==> src/pkg/low_power_timer_map.svh <==
// constants of the low-power timer: field codes, widths, counts
// assumes inclusion by bare name from design and bench files
//
// Functional notes
// - The timer counts either prescaled time ticks (divide by a power of two) or glitch-filtered input pulses.
// - When the counter equals the 16-bit compare value the interrupt is raised and the counter may reset.
// - The counter either runs free or resets on every compare match.
// - An enabled compare interrupt drives a wake request that needs no bus clock to be running.
// - The pulse input select picks 00 the comparator output and 01, 10, 11 the three alternate pins.
// - The clock select picks 00 internal reference, 01 the 1 kHz clock, 10 the 32 kHz reference, 11 the oscillator.
// - Counting goes on unchanged in run, wait, stop and low-leakage modes and can end them by interrupt.
// - In debug halt pulse counting goes on while time counting holds its value.
// - Active-high polarity counts on input rise, active-low polarity counts on input fall.
// - The timer is not reset by ordinary system resets, only by its own power-on reset and its enable.
// - Clearing the enable resets all internal logic including counter and flag; setting it starts counting. The synchronisers here are not cleared.
// - The compare flag sets when enabled and the counter equals compare and increments; it clears on disable or a write of 1.
// - With free run clear the counter resets whenever the flag sets; with it set only on overflow.
`ifndef LOW_POWER_TIMER_MAP_SVH
`define LOW_POWER_TIMER_MAP_SVH

// ------------------------------------------------------------
// field codes
// ------------------------------------------------------------
`define LPT_SEL_W 2
`define LPT_PIN_COMPARATOR 2'h0
`define LPT_PIN_ALT1 2'h1
`define LPT_PIN_ALT2 2'h2
`define LPT_PIN_ALT3 2'h3
`define LPT_CLK_INTERNAL 2'h0
`define LPT_CLK_KILOHERTZ 2'h1
`define LPT_CLK_EXT32K 2'h2
`define LPT_CLK_OSC 2'h3

// ------------------------------------------------------------
// widths and reset values
// ------------------------------------------------------------
`define LPT_COUNT_W 16
`define LPT_COUNT_RESET 16'h0000
`define LPT_PRESCALE_W 4
`define LPT_DIV_W 17
`define LPT_SYNC_STAGES 2
`define LPT_FILTER_MAX 17

`endif

==> src/pkg/low_power_timer_pkg.sv <==
// types of the low-power timer
// assumes the map header for widths
`include "low_power_timer_map.svh"

package low_power_timer_pkg;
    typedef enum logic {time_mode, pulse_mode} timer_mode_t;
    typedef logic [`LPT_COUNT_W-1:0] count_t;
endpackage : low_power_timer_pkg

==> src/verilog/low_power_timer.sv <==
// low-power 16-bit time / pulse counter with compare, flag and wake request
// assumes clock sources arrive as async levels; control bits are plain ports
`include "low_power_timer_map.svh"
`timescale 1ns/1ps
`default_nettype none

module low_power_timer #(
    parameter int COUNT_W = `LPT_COUNT_W,
    parameter int PRESCALE_W = `LPT_PRESCALE_W
) (
    input wire logic clock,
    input wire logic arst_n,
    input wire logic timer_enable_bit,
    input wire logic timer_mode_select,
    input wire logic free_run_select,
    input wire logic pulse_polarity_select,
    input wire logic [`LPT_SEL_W-1:0] pulse_input_select,
    input wire logic [`LPT_SEL_W-1:0] prescale_clock_select,
    input wire logic prescale_bypass,
    input wire logic [PRESCALE_W-1:0] prescale_value,
    input wire logic [COUNT_W-1:0] compare_value,
    input wire logic interrupt_enable,
    input wire logic compare_flag_clear,
    input wire logic debug_halt,
    input wire logic comparator_output,
    input wire logic alt_pulse_pin_1,
    input wire logic alt_pulse_pin_2,
    input wire logic alt_pulse_pin_3,
    input wire logic internal_ref_clock,
    input wire logic kilohertz_osc_clock,
    input wire logic ext_32k_ref_clock,
    input wire logic osc_ext_ref_clock,
    output logic [COUNT_W-1:0] count_value,
    output logic compare_flag,
    output logic interrupt_request,
    output logic wake_request
);
    // ------------------------------------------------------------
    // elaboration checks
    // ------------------------------------------------------------
    initial
    begin
        if (COUNT_W != `LPT_COUNT_W)
            $error("low_power_timer: counter must be 16 bits wide");
        if (PRESCALE_W != `LPT_PRESCALE_W)
            $error("low_power_timer: prescale field must be 4 bits wide");
    end

    low_power_timer_pkg::timer_mode_t mode;
    logic [3:0] clk_sync0_reg;
    logic [3:0] clk_sync1_reg;
    logic [3:0] clk_sync2_reg;
    logic [3:0] clk_sync0_next;
    logic src_level;
    logic src_prev;
    logic src_tick;
    logic [`LPT_DIV_W-1:0] div_reg;
    logic [`LPT_DIV_W-1:0] div_next;
    logic [`LPT_DIV_W-1:0] div_limit;
    logic time_tick;
    logic pulse_seen;
    logic pulse_in;
    logic [3:0] pin_raw;
    logic [3:0] pin_sync;
    logic [COUNT_W-1:0] count_reg;
    logic [COUNT_W-1:0] count_next;
    logic flag_reg;
    logic flag_next;
    logic incr;
    logic match;

    assign mode = timer_mode_select ? low_power_timer_pkg::pulse_mode
                                    : low_power_timer_pkg::time_mode;

    // ------------------------------------------------------------
    // source clock selection
    // ------------------------------------------------------------
    // every reference clock is slower than the core clock here, so it
    // is sampled as a level and its rising edge becomes a one-cycle tick
    assign clk_sync0_next = {osc_ext_ref_clock, ext_32k_ref_clock,
                             kilohertz_osc_clock, internal_ref_clock};

    always_ff @(posedge clock or negedge arst_n)
    begin
        if (!arst_n)
        begin
            clk_sync0_reg <= 4'h0;
            clk_sync1_reg <= 4'h0;
            clk_sync2_reg <= 4'h0;
        end
        else
        begin
            clk_sync0_reg <= clk_sync0_next;
            clk_sync1_reg <= clk_sync0_reg;
            clk_sync2_reg <= clk_sync1_reg;
        end
    end

    // index by the select; the old sample comes from stage 2
    assign src_level = clk_sync1_reg[prescale_clock_select];
    assign src_prev = clk_sync2_reg[prescale_clock_select];
    assign src_tick = src_level & ~src_prev;

    // ------------------------------------------------------------
    // pulse pin synchronisers
    // ------------------------------------------------------------
    // every pin is brought onto the core clock before the source mux,
    // so the mux never passes on a level that is still settling
    assign pin_raw = {alt_pulse_pin_3, alt_pulse_pin_2,
                      alt_pulse_pin_1, comparator_output};

    for (genvar g = 0; g < 4; g++)
    begin : g_pin_sync
        logic [1:0] sync_reg;
        logic [1:0] sync_next;

        // shift the pin into a two-stage chain
        always_comb
        begin
            sync_next = {sync_reg[0], pin_raw[g]};
        end

        always_ff @(posedge clock or negedge arst_n)
        begin
            if (!arst_n)
                sync_reg <= 2'h0;
            else
                sync_reg <= sync_next;
        end

        // only the second stage leaves the chain
        assign pin_sync[g] = sync_reg[1];
    end

    // ------------------------------------------------------------
    // pulse source selection
    // ------------------------------------------------------------
    always_comb
    begin
        // select changes only while disabled, so no glitch reaches counting
        case (pulse_input_select)
            `LPT_PIN_COMPARATOR: pulse_in = pin_sync[0];
            `LPT_PIN_ALT1: pulse_in = pin_sync[1];
            `LPT_PIN_ALT2: pulse_in = pin_sync[2];
            default: pulse_in = pin_sync[3];
        endcase
    end

    pulse_input_conditioner #(
        .FILTER_W(5)
    ) u_conditioner (
        .clock(clock),
        .arst_n(arst_n),
        .clear(!timer_enable_bit),
        .pin_async(pulse_in),
        .active_low(pulse_polarity_select),
        .filter_bypass(prescale_bypass),
        .filter_len({1'b0, prescale_value}),
        .filter_tick(src_tick),
        .count_pulse(pulse_seen)
    );

    // ------------------------------------------------------------
    // prescaler: divide the selected source by 2^(value+1)
    // ------------------------------------------------------------
    assign div_limit = `LPT_DIV_W'((`LPT_DIV_W'(2) << prescale_value) - `LPT_DIV_W'(1));

    always_comb
    begin
        div_next = div_reg;
        time_tick = 1'b0;
        if (!timer_enable_bit || mode != low_power_timer_pkg::time_mode)
            div_next = '0;
        else if (debug_halt)
            div_next = div_reg; // time count frozen in debug
        else if (src_tick)
        begin
            if (prescale_bypass || div_reg == div_limit)
            begin
                time_tick = 1'b1;
                div_next = '0;
            end
            else
                div_next = div_reg + `LPT_DIV_W'(1);
        end
    end

    always_ff @(posedge clock or negedge arst_n)
    begin
        if (!arst_n)
            div_reg <= '0;
        else
            div_reg <= div_next;
    end

    // ------------------------------------------------------------
    // counter and compare flag
    // ------------------------------------------------------------
    // pulse counting ignores debug halt; low-power modes have no input
    // here at all, so counting carries on through them
    assign incr = (mode == low_power_timer_pkg::pulse_mode) ? pulse_seen : time_tick;
    assign match = (count_reg == compare_value);

    always_comb
    begin
        count_next = count_reg;
        flag_next = flag_reg;
        if (!timer_enable_bit)
        begin
            count_next = `LPT_COUNT_RESET;
            flag_next = 1'b0;
        end
        else
        begin
            if (compare_flag_clear)
                flag_next = 1'b0; // write of 1 clears
            if (incr)
            begin
                if (match)
                begin
                    flag_next = 1'b1; // set beats clear
                    if (!free_run_select)
                        count_next = `LPT_COUNT_RESET;
                    else
                        count_next = count_reg + COUNT_W'(1);
                end
                else
                    count_next = count_reg + COUNT_W'(1); // wraps at overflow
            end
        end
    end

    // only the power-on reset and a cleared enable clear these; other system resets do not
    // reach this block, which keeps it usable as a time-of-day count
    always_ff @(posedge clock or negedge arst_n)
    begin
        if (!arst_n)
        begin
            count_reg <= `LPT_COUNT_RESET;
            flag_reg <= 1'b0;
        end
        else
        begin
            count_reg <= count_next;
            flag_reg <= flag_next;
        end
    end

    // ------------------------------------------------------------
    // outputs
    // ------------------------------------------------------------
    assign count_value = count_reg;
    assign compare_flag = flag_reg;
    // level request, held while flag and enable stand
    assign interrupt_request = flag_reg & interrupt_enable;
    // purely combinational from the flag, so a wake needs no clock edge
    assign wake_request = flag_reg & interrupt_enable;
endmodule : low_power_timer

`default_nettype wire

==> src/verilog/pulse_input_conditioner.sv <==
// two-stage synchroniser, glitch filter and polarity edge detector for the pulse input
// assumes a clock-domain tick input from the parent's selected clock
`include "low_power_timer_map.svh"
`timescale 1ns/1ps
`default_nettype none

module pulse_input_conditioner #(
    parameter int FILTER_W = 5
) (
    input wire logic clock,
    input wire logic arst_n,
    input wire logic clear,
    input wire logic pin_async,
    input wire logic active_low,
    input wire logic filter_bypass,
    input wire logic [FILTER_W-1:0] filter_len,
    input wire logic filter_tick,
    output logic count_pulse
);
    initial
    begin
        if (FILTER_W < 1 || FILTER_W > 16)
            $error("pulse_input_conditioner: FILTER_W out of range");
    end

    logic [`LPT_SYNC_STAGES-1:0] sync_reg;
    logic [`LPT_SYNC_STAGES-1:0] sync_next;
    logic stable_reg;
    logic stable_next;
    logic [FILTER_W-1:0] run_reg;
    logic [FILTER_W-1:0] run_next;
    logic pulse_reg;
    logic pulse_next;
    logic level;

    // ------------------------------------------------------------
    // synchroniser and filter
    // ------------------------------------------------------------
    // stage 0 only feeds stage 1; everything else reads stage 1
    always_comb
    begin
        sync_next = {sync_reg[0], pin_async};
        level = sync_reg[1] ^ active_low;
        stable_next = stable_reg;
        run_next = run_reg;
        pulse_next = 1'b0;
        if (clear)
        begin
            stable_next = level; // track the idle level, so enable brings no false edge
            run_next = '0;
        end
        else if (level == stable_reg)
            run_next = '0;
        else if (filter_bypass || (filter_tick && run_reg >= filter_len))
        begin
            // level held long enough: accept it
            stable_next = level;
            run_next = '0;
            pulse_next = level; // asserted edge in active sense
        end
        else if (filter_tick)
            run_next = run_reg + FILTER_W'(1);
    end

    always_ff @(posedge clock or negedge arst_n)
    begin
        if (!arst_n)
        begin
            sync_reg <= '0;
            stable_reg <= 1'b0;
            run_reg <= '0;
            pulse_reg <= 1'b0;
        end
        else
        begin
            sync_reg <= sync_next;
            stable_reg <= stable_next;
            run_reg <= run_next;
            pulse_reg <= pulse_next;
        end
    end

    assign count_pulse = pulse_reg;
endmodule : pulse_input_conditioner

`default_nettype wire

==> config.mk <==
export PLATFORM = sky130hd
export DESIGN_NAME = low_power_timer
export DESIGN_NICKNAME = d
export VERILOG_FILES = /design/src/pkg/low_power_timer_pkg.sv /design/src/verilog/low_power_timer.sv /design/src/verilog/pulse_input_conditioner.sv
export VERILOG_INCLUDE_DIRS = /design/src /design/src/pkg
export SDC_FILE = /design/constraint.sdc
export NUM_CORES = 1
export LEC_CHECK = 0
export BUFFER_PORTS_ARGS = -buffer_cell sky130_fd_sc_hd__clkbuf_2
export CORE_MARGIN = 2
export CORE_UTILIZATION = 63
export CTS_BUF_LIST = sky130_fd_sc_hd__clkbuf_2 sky130_fd_sc_hd__clkbuf_4 sky130_fd_sc_hd__clkbuf_8
export CTS_CLUSTER_SIZE = 25
export DETAILED_ROUTE_END_ITERATION = 7
export GPL_TIMING_DRIVEN = 0
export PLACE_DENSITY = 0.89
export SETUP_SLACK_MARGIN = 0.2
export SLEW_MARGIN = 20
export SYNTH_ARGS = -nofsm -noshare
export SYNTH_HDL_FRONTEND = slang
export SYNTH_SLANG_ARGS = --single-unit
==> constraint.sdc <==
create_clock -name clock -period 5.3 [get_ports clock]
set_input_delay 0.53 -clock clock [delete_from_list [all_inputs] [get_ports clock]]
set_output_delay 0.53 -clock clock [all_outputs]
set_load 0.02 [all_outputs]
==> results of run 1 <==
## final cells by class
class	instances	area (um^2)
multi-input cells	299	2040
flip-flops and latches	63	1580
fillers	412	1440
repair buffers	59	313
clock buffers	11	145
plain buffers	26	141
well taps	75	93.8
clock inverters	5	81.3
inverters	14	52.6
## cells by family (layout without fill, tap and decap cells)
family	after synthesis	in the layout	share of synthesized area
simple gates	152	152	0.220
compound gates	100	100	0.192
mux	9	9	0.0286
xor+xnor	29	29	0.0666
flops	63	63	0.414
buf+inv	40	115	0.0509
fa+ha+maj	9	9	0.0289
## layer usage
metal  GRT usage  up-vias  share of wire
met5           0        -              0
met4       0.110        0          0.019
met3      0.0527       22          0.055
met2       0.476      134           0.51
met1       0.330     1622           0.42
li1            -     1601              -
## path summary, 6_finish.rpt
| path | start | end | slack [ns] | cells past startpoint |
|---|---|---|---|---|
| setup / recovery | prescale_value[2] | count_value[8]$_DFFE_PN0P_ | 1.46 | 14 |
| hold / removal | arst_n | clk_sync0_reg[0]$_DFF_PN0_ | 0.12 | 1 |
| setup reg to reg | clk_sync1_reg[0]$_DFF_PN0_ | count_value[8]$_DFFE_PN0P_ | 2.43 | 10 |
| hold reg to reg | clk_sync0_reg[2]$_DFF_PN0_ | clk_sync1_reg[2]$_DFF_PN0_ | 0.35 | 0 |
| max in group asynchronous | arst_n | div_reg[2]$_DFFE_PN0P_ | 4.67 | 2 |
| min in group clock | osc_ext_ref_clock | clk_sync0_reg[3]$_DFF_PN0_ | 0.30 | 1 |
## critical path: cells and delay by family
kind / cells / cell delay (ns)
adders and majority gates: 1 / 0.26
muxes: 1 / 0.17
buffers and inverters: 4 / 0.66
and+or+nand+nor: 4 / 1.36
AOI/OAI and AO/OA: 4 / 1.11
## cells in the mapped netlist (3+ instances only)
cell      count
a211oi_1      3
a21o_1       11
a21oi_1      14
a31oi_1       6
and2_1        4
and3_1       12
buf_1         4
buf_2         4
buf_4         4
buf_6         3
clkbuf_1     10
dfrtp_1      63
ha_1          8
inv_1        14
mux2i_1       5
nand2_1      30
nand2b_1      5
nand3_1      21
nand4_1       4
nor2_1       21
nor2b_1       7
nor3_1        8
nor3b_1      10
nor4_1       12
o211ai_1      3
o21a_1        3
o21ai_0      27
o21ai_2       3
or3_1         4
xnor2_1       5
xor2_1       24
## through the flow
stage	hold WS [ns]	total power, mW	instances	setup slack [ns]
2_1_floorplan	0.234	0.578	402	1.50
5_1_grt	0.119	1.12	552	1.32
4_1_cts	0.108	1.09	552	1.54
3_5_place_dp	0.335	0.625	536	1.19
3_3_place_gp	0.331	0.618	535	1.26
6_report	0.116	1.08	552	1.46
## power by group through the flow
stage	combinational (mW)	clock, mW	sequential (mW)
2_1_floorplan	0.0710	0	0.506
3_3_place_gp	0.111	0	0.507
3_5_place_dp	0.117	0	0.508
4_1_cts	0.118	0.473	0.499
5_1_grt	0.131	0.494	0.500
6_report	0.118	0.465	0.499
==> flow_summary_export.csv, run 1 <==
group,metric,value,unit
run,maxCapViolations,0,
route,antenna_left,0,
cts,cts_root_buf,"clkbuf_8",
synth,synth_area_leaders,"dfrtp_1 41%, xor2_1 5.5%, o21ai_0 3.5%, nand2_1 3.0%, nand3_1 2.8%",
cts,clkTransAtPathRegs,0.07,ns
place,placed_area,4220,um^2
global_routing,grt-ovfl-total,0,
finish,layout-drive-gt1-share,0.218,
finish,final_common_cell,"dfrtp_1",
hold_path,hp-class,"primary input to async pin",
route,detailedRoute.firstPassIterationCount,4,
floorplan,dieWidth,81.8,um
synth,netlist_instances,402,
critical_path,crit_path_top_delay_cell,"or4_1",
timing,skew,0.00583,ns
timing,tns,0,ns
global_routing,grt_pass1_vias,3201,
floorplan,coreArea,5890,um^2
synth,synth_largest_area_cell,"dfrtp_1",
finish,fin_util,0.755,
timing,tightest_slew,0.553,ns
floorplan,die_area,6690,um^2
cts,postCtsHoldBufs,0,
place,hpwl,6.33,mm
cts,clk_latency,0.33,ns
synth,synth_top_area_frac,0.414,
pwr,clock_power_share,0.430,
timing,maxSlewViolCount,0,
critical_path,cp_common_cell,"buf_6",
cts,cts_resized,0,
pwr,vdd_ir_drop_max,0.000283,V
timing,relSlewSlack,0.624,
critical_path,required,5.55,ns
route,vias,3379,
synth,synthesis.area,3810,um^2
finish,design_area,4440,um^2
floorplan,die_h,81.8,um
critical_path,worst_setup_path_end_kind,"flop",
pwr,pwr-share-seq,0.461,
floorplan,core.rowCount,28,
global_routing,grt_use_total,0.273,
critical_path,max_stage_delay,0.54,ns
critical_path,worstSetupPathType,"primary input to flop",
finish,antennaDiodeCount,0,
finish,fin_nets,522,
critical_path,path_max_fanout,10,
cts,cts_buffers,9,
route,drt-total-wl,8.64,mm
floorplan,initial_core_util,0.648,
synth,async_reset_ff_frac,1.00,
cts,cts_buffer_depth,2,
synth,syn-num-nets,452,
pwr,p_comb_frac,0.109,
place,routabilityCongestion,0.879,
synth,synth_edf_count,0,
critical_path,worstPathArrival,4.09,ns
route,drcViolationCount,0,
global_routing,grt_pass1_wl,13.9,mm
synth,yosys.cell_types.count,70,
timing,fmax,261,MHz
cts,htree_num_levels,3,
synth,yosysSeqAreaShare,0.414,
synth,ys_ff_latch,63,
pwr,p_leak,2.14,nW
synth,syn_area_per_cell,9.48,um^2
place,io_buffers,58,
timing,hold_viol,0,
pwr,p_switching,258,uW
cts,cts_tree,"yes",
timing,fin_crit_sh,0.724,
critical_path,worstPathCellList,"buf_2 > or4_1 > ha_1 > buf_6 > or4b_4 > and2_0 > a2111oi_1 > o311a_2 > a41oi_2 > o21ai_2 > buf_6 > buf_4 > nand3_1 > mux2i_1",
timing,finalCriticalPeriod,3.84,ns
pwr,p_sw_frac,0.238,
timing,setup_viol,0,
pwr,p_per_area,243,nW/um^2
global_routing,antenna_found_initial,0,
pwr,intPower,824,uW
cts,cts_setup_buffers,0,
finish,largest_reg_flops,17,
synth,ys.flop_type,"dfrtp_1",
route,viasPerCell,6.12,
global_routing,grt_max_degree,42,
floorplan,pin_count,61,
cts,cts_num_sinks,63,
finish,mostFrequentLayoutCells,"63 x dfrtp_1, 58 x clkbuf_2, 30 x nand2_1",
route,wire_per_inst,15.7,um
finish,area_growth,16.6,%
synth,yosys_warnings,0,
timing,rsz0062_at_grt,"no",
outcome,outcome,"completed",
route,drt_iter0_drc,182,
critical_path,startpoint_type,"primary input",
Note: power is estimated with default switching activity, not from simulation.
==> run 2, diff against run 1 <==
--- a/config.mk
+++ b/config.mk
@@ -8,12 +8,12 @@
 export LEC_CHECK = 0
 export BUFFER_PORTS_ARGS = -buffer_cell sky130_fd_sc_hd__clkbuf_2
 export CORE_MARGIN = 2
-export CORE_UTILIZATION = 63
+export CORE_UTILIZATION = 59
 export CTS_BUF_LIST = sky130_fd_sc_hd__clkbuf_2 sky130_fd_sc_hd__clkbuf_4 sky130_fd_sc_hd__clkbuf_8
 export CTS_CLUSTER_SIZE = 25
 export DETAILED_ROUTE_END_ITERATION = 7
 export GPL_TIMING_DRIVEN = 0
-export PLACE_DENSITY = 0.89
+export PLACE_DENSITY = 0.84
 export SETUP_SLACK_MARGIN = 0.2
 export SLEW_MARGIN = 20
 export SYNTH_ARGS = -nofsm -noshare
==> constraint.sdc (replaced) <==
create_clock -name clock -period 3.75 [get_ports clock]
set_input_delay 0.375 -clock clock [delete_from_list [all_inputs] [get_ports clock]]
set_output_delay 0.375 -clock clock [all_outputs]
set_load 0.02 [all_outputs]
==> flow_summary_export.csv, run 2 (synthesis gave the netlist of run 1 again) <==
group,metric,value,unit
hold_path,hp-class,"primary input to flop",
timing,tightest_slew,0.497,ns
run,maxCapViolations,0,
finish,layout-drive-gt1-share,0.230,
cts,cts_num_sinks,63,
timing,skew,0.00640,ns
pwr,vdd_ir_drop_max,0.000363,V
timing,fmax,285,MHz
hold_path,hold_depth,1,
critical_path,max_stage_delay,0.57,ns
outcome,outcome,"completed",
critical_path,crit_path_top_delay_cell,"or4_4",
timing,setup_viol,0,
critical_path,worstRegToRegCells,10,
pwr,p_per_area,343,nW/um^2
timing,fin_crit_sh,0.935,
critical_path,regToRegStartpoint,"clk_sync1_reg[0]$_DFF_PN0_",
hold_path,min_from,"ext_32k_ref_clock",
critical_path,startpoint_type,"primary input",
finish,fin_nets,524,
finish,area_growth,18.5,%
floorplan,dieWidth,84.4,um
cts,cts_root_buf,"clkbuf_8",
critical_path,worst_setup_path_end_kind,"flop",
timing,finalCriticalPeriod,3.51,ns
route,antenna_left,0,
place,routabilityCongestion,0.874,
global_routing,grt_pass1_wl,14.2,mm
critical_path,rr_endpoint,"div_reg[14]$_DFFE_PN0P_",
floorplan,pin_count,61,
timing,maxSlewViolCount,0,
global_routing,grt_pass1_vias,3038,
floorplan,core.rowCount,29,
cts,clkTransAtPathRegs,0.07,ns
route,wire_per_inst,15.3,um
finish,antennaDiodeCount,0,
cts,htree_num_levels,3,
route,drt-total-wl,8.52,mm
cts,cts_buffers,9,
floorplan,coreArea,6310,um^2
pwr,p_leak,2.16,nW
timing,hold_viol,0,
hold_path,min_to,"clk_sync0_reg[2]$_DFF_PN0_",
critical_path,path_max_fanout,10,
route,drcViolationCount,0,
floorplan,die_area,7120,um^2
route,viasPerCell,6.04,
floorplan,initial_core_util,0.604,
global_routing,antenna_found_initial,0,
timing,tns,0,ns
global_routing,grt_max_degree,50,
global_routing,grt_use_total,0.245,
cts,cts_tree,"yes",
place,io_buffers,58,
finish,largest_reg_flops,17,
critical_path,cp_common_cell,"buf_6",
global_routing,grt-ovfl-total,0,
route,detailedRoute.firstPassIterationCount,5,
timing,relSlewSlack,0.662,
critical_path,worstPathArrival,3.73,ns
critical_path,r2r_setup_slack,0.97,ns
floorplan,die_h,84.4,um
route,vias,3357,
route,drt_iter0_drc,211,
finish,mostFrequentLayoutCells,"63 x dfrtp_1, 59 x clkbuf_2, 30 x nand2_1",
critical_path,worstPathCellList,"clkbuf_2 > or4_4 > ha_4 > buf_6 > or4b_4 > and2_0 > a2111oi_2 > o311a_2 > a41oi_4 > o311a_4 > buf_6 > o21ai_2 > o41ai_2",
place,hpwl,6.20,mm
finish,final_common_cell,"dfrtp_1",
cts,cts_buffer_depth,2,
cts,clk_latency,0.34,ns
critical_path,required,3.97,ns
critical_path,worstSetupPathType,"primary input to flop",
timing,hold_ws,0.134,ns
timing,rsz0062_at_grt,"no",
run 2: where the power goes:
part	internal (mW)	switching, mW
registers	0.696	0.00826
clock network	0.383	0.291
logic	0.0720	0.0994
run 2: metrics by stage:
stage | power, mW | instance area [um^2] | utilization | std cells | worst slack, ns
floorplan | 0.818 | 3830 | - | 402 | 0.202
global placement | 0.876 | 4220 | 0.668 | 537 | -0.214
detailed placement | 0.885 | 4250 | 0.673 | 538 | -0.253
CTS | 1.56 | 4490 | 0.711 | 555 | 0.246
global route | 1.61 | 4510 | 0.715 | 556 | 0.181
finish | 1.55 | 4510 | 0.715 | 556 | 0.243
run 2: worst max-delay path by stage:
stage | start | to | slack, ns
floorplan | prescale_value[2] | count_value[9]$_DFFE_PN0P_ | 0.20
global placement | prescale_value[0] | count_value[10]$_DFFE_PN0P_ | -0.21
detailed placement | prescale_value[0] | count_value[10]$_DFFE_PN0P_ | -0.25
CTS | prescale_value[1] | count_value[14]$_DFFE_PN0P_ | 0.25
global route | prescale_value[1] | div_reg[11]$_DFFE_PN0P_ | 0.18
finish | prescale_value[1] | count_value[14]$_DFFE_PN0P_ | 0.24
run 2: worst max-delay path, delay by kind of cell:
family | cells | cell delay [ns]
and+or+nand+nor | 3 | 1.27
buffers and inverters | 3 | 0.41
adders and majority gates | 1 | 0.19
AOI/OAI and AO/OA | 6 | 1.49
run 2: layout make-up:
| class | count | area (um^2) |
|---|---|---|
| flip-flops and latches | 63 | 1580 |
| clock buffers | 9 | 124 |
| well taps | 77 | 96.3 |
| plain buffers | 26 | 145 |
| repair buffers | 61 | 338 |
| inverters | 14 | 52.6 |
| clock inverters | 7 | 104 |
| fillers | 460 | 1800 |
| multi-input cells | 299 | 2080 |
run 2: repair_timing:
action / 4_1_cts / 5_1_grt
setup buffers: 0 / 1
hold buffers: 1 / 0
pin swaps: 0 / 2
hold endpoints to repair: 14 / 0
endpoints found under the setup margin: 13 / 19
resized for setup: 2 / 2
run 2: per-layer routing:
| layer | vias up | routed length (um) | global-route usage |
|---|---|---|---|
| met3 | 14 | 554 | 0.0629 |
| met2 | 120 | 4270 | 0.408 |
| met4 | 0 | 81 | 0.0548 |
| li1 | 1602 | - | - |
| met5 | - | 0 | 0 |
| met1 | 1621 | 3610 | 0.324 |
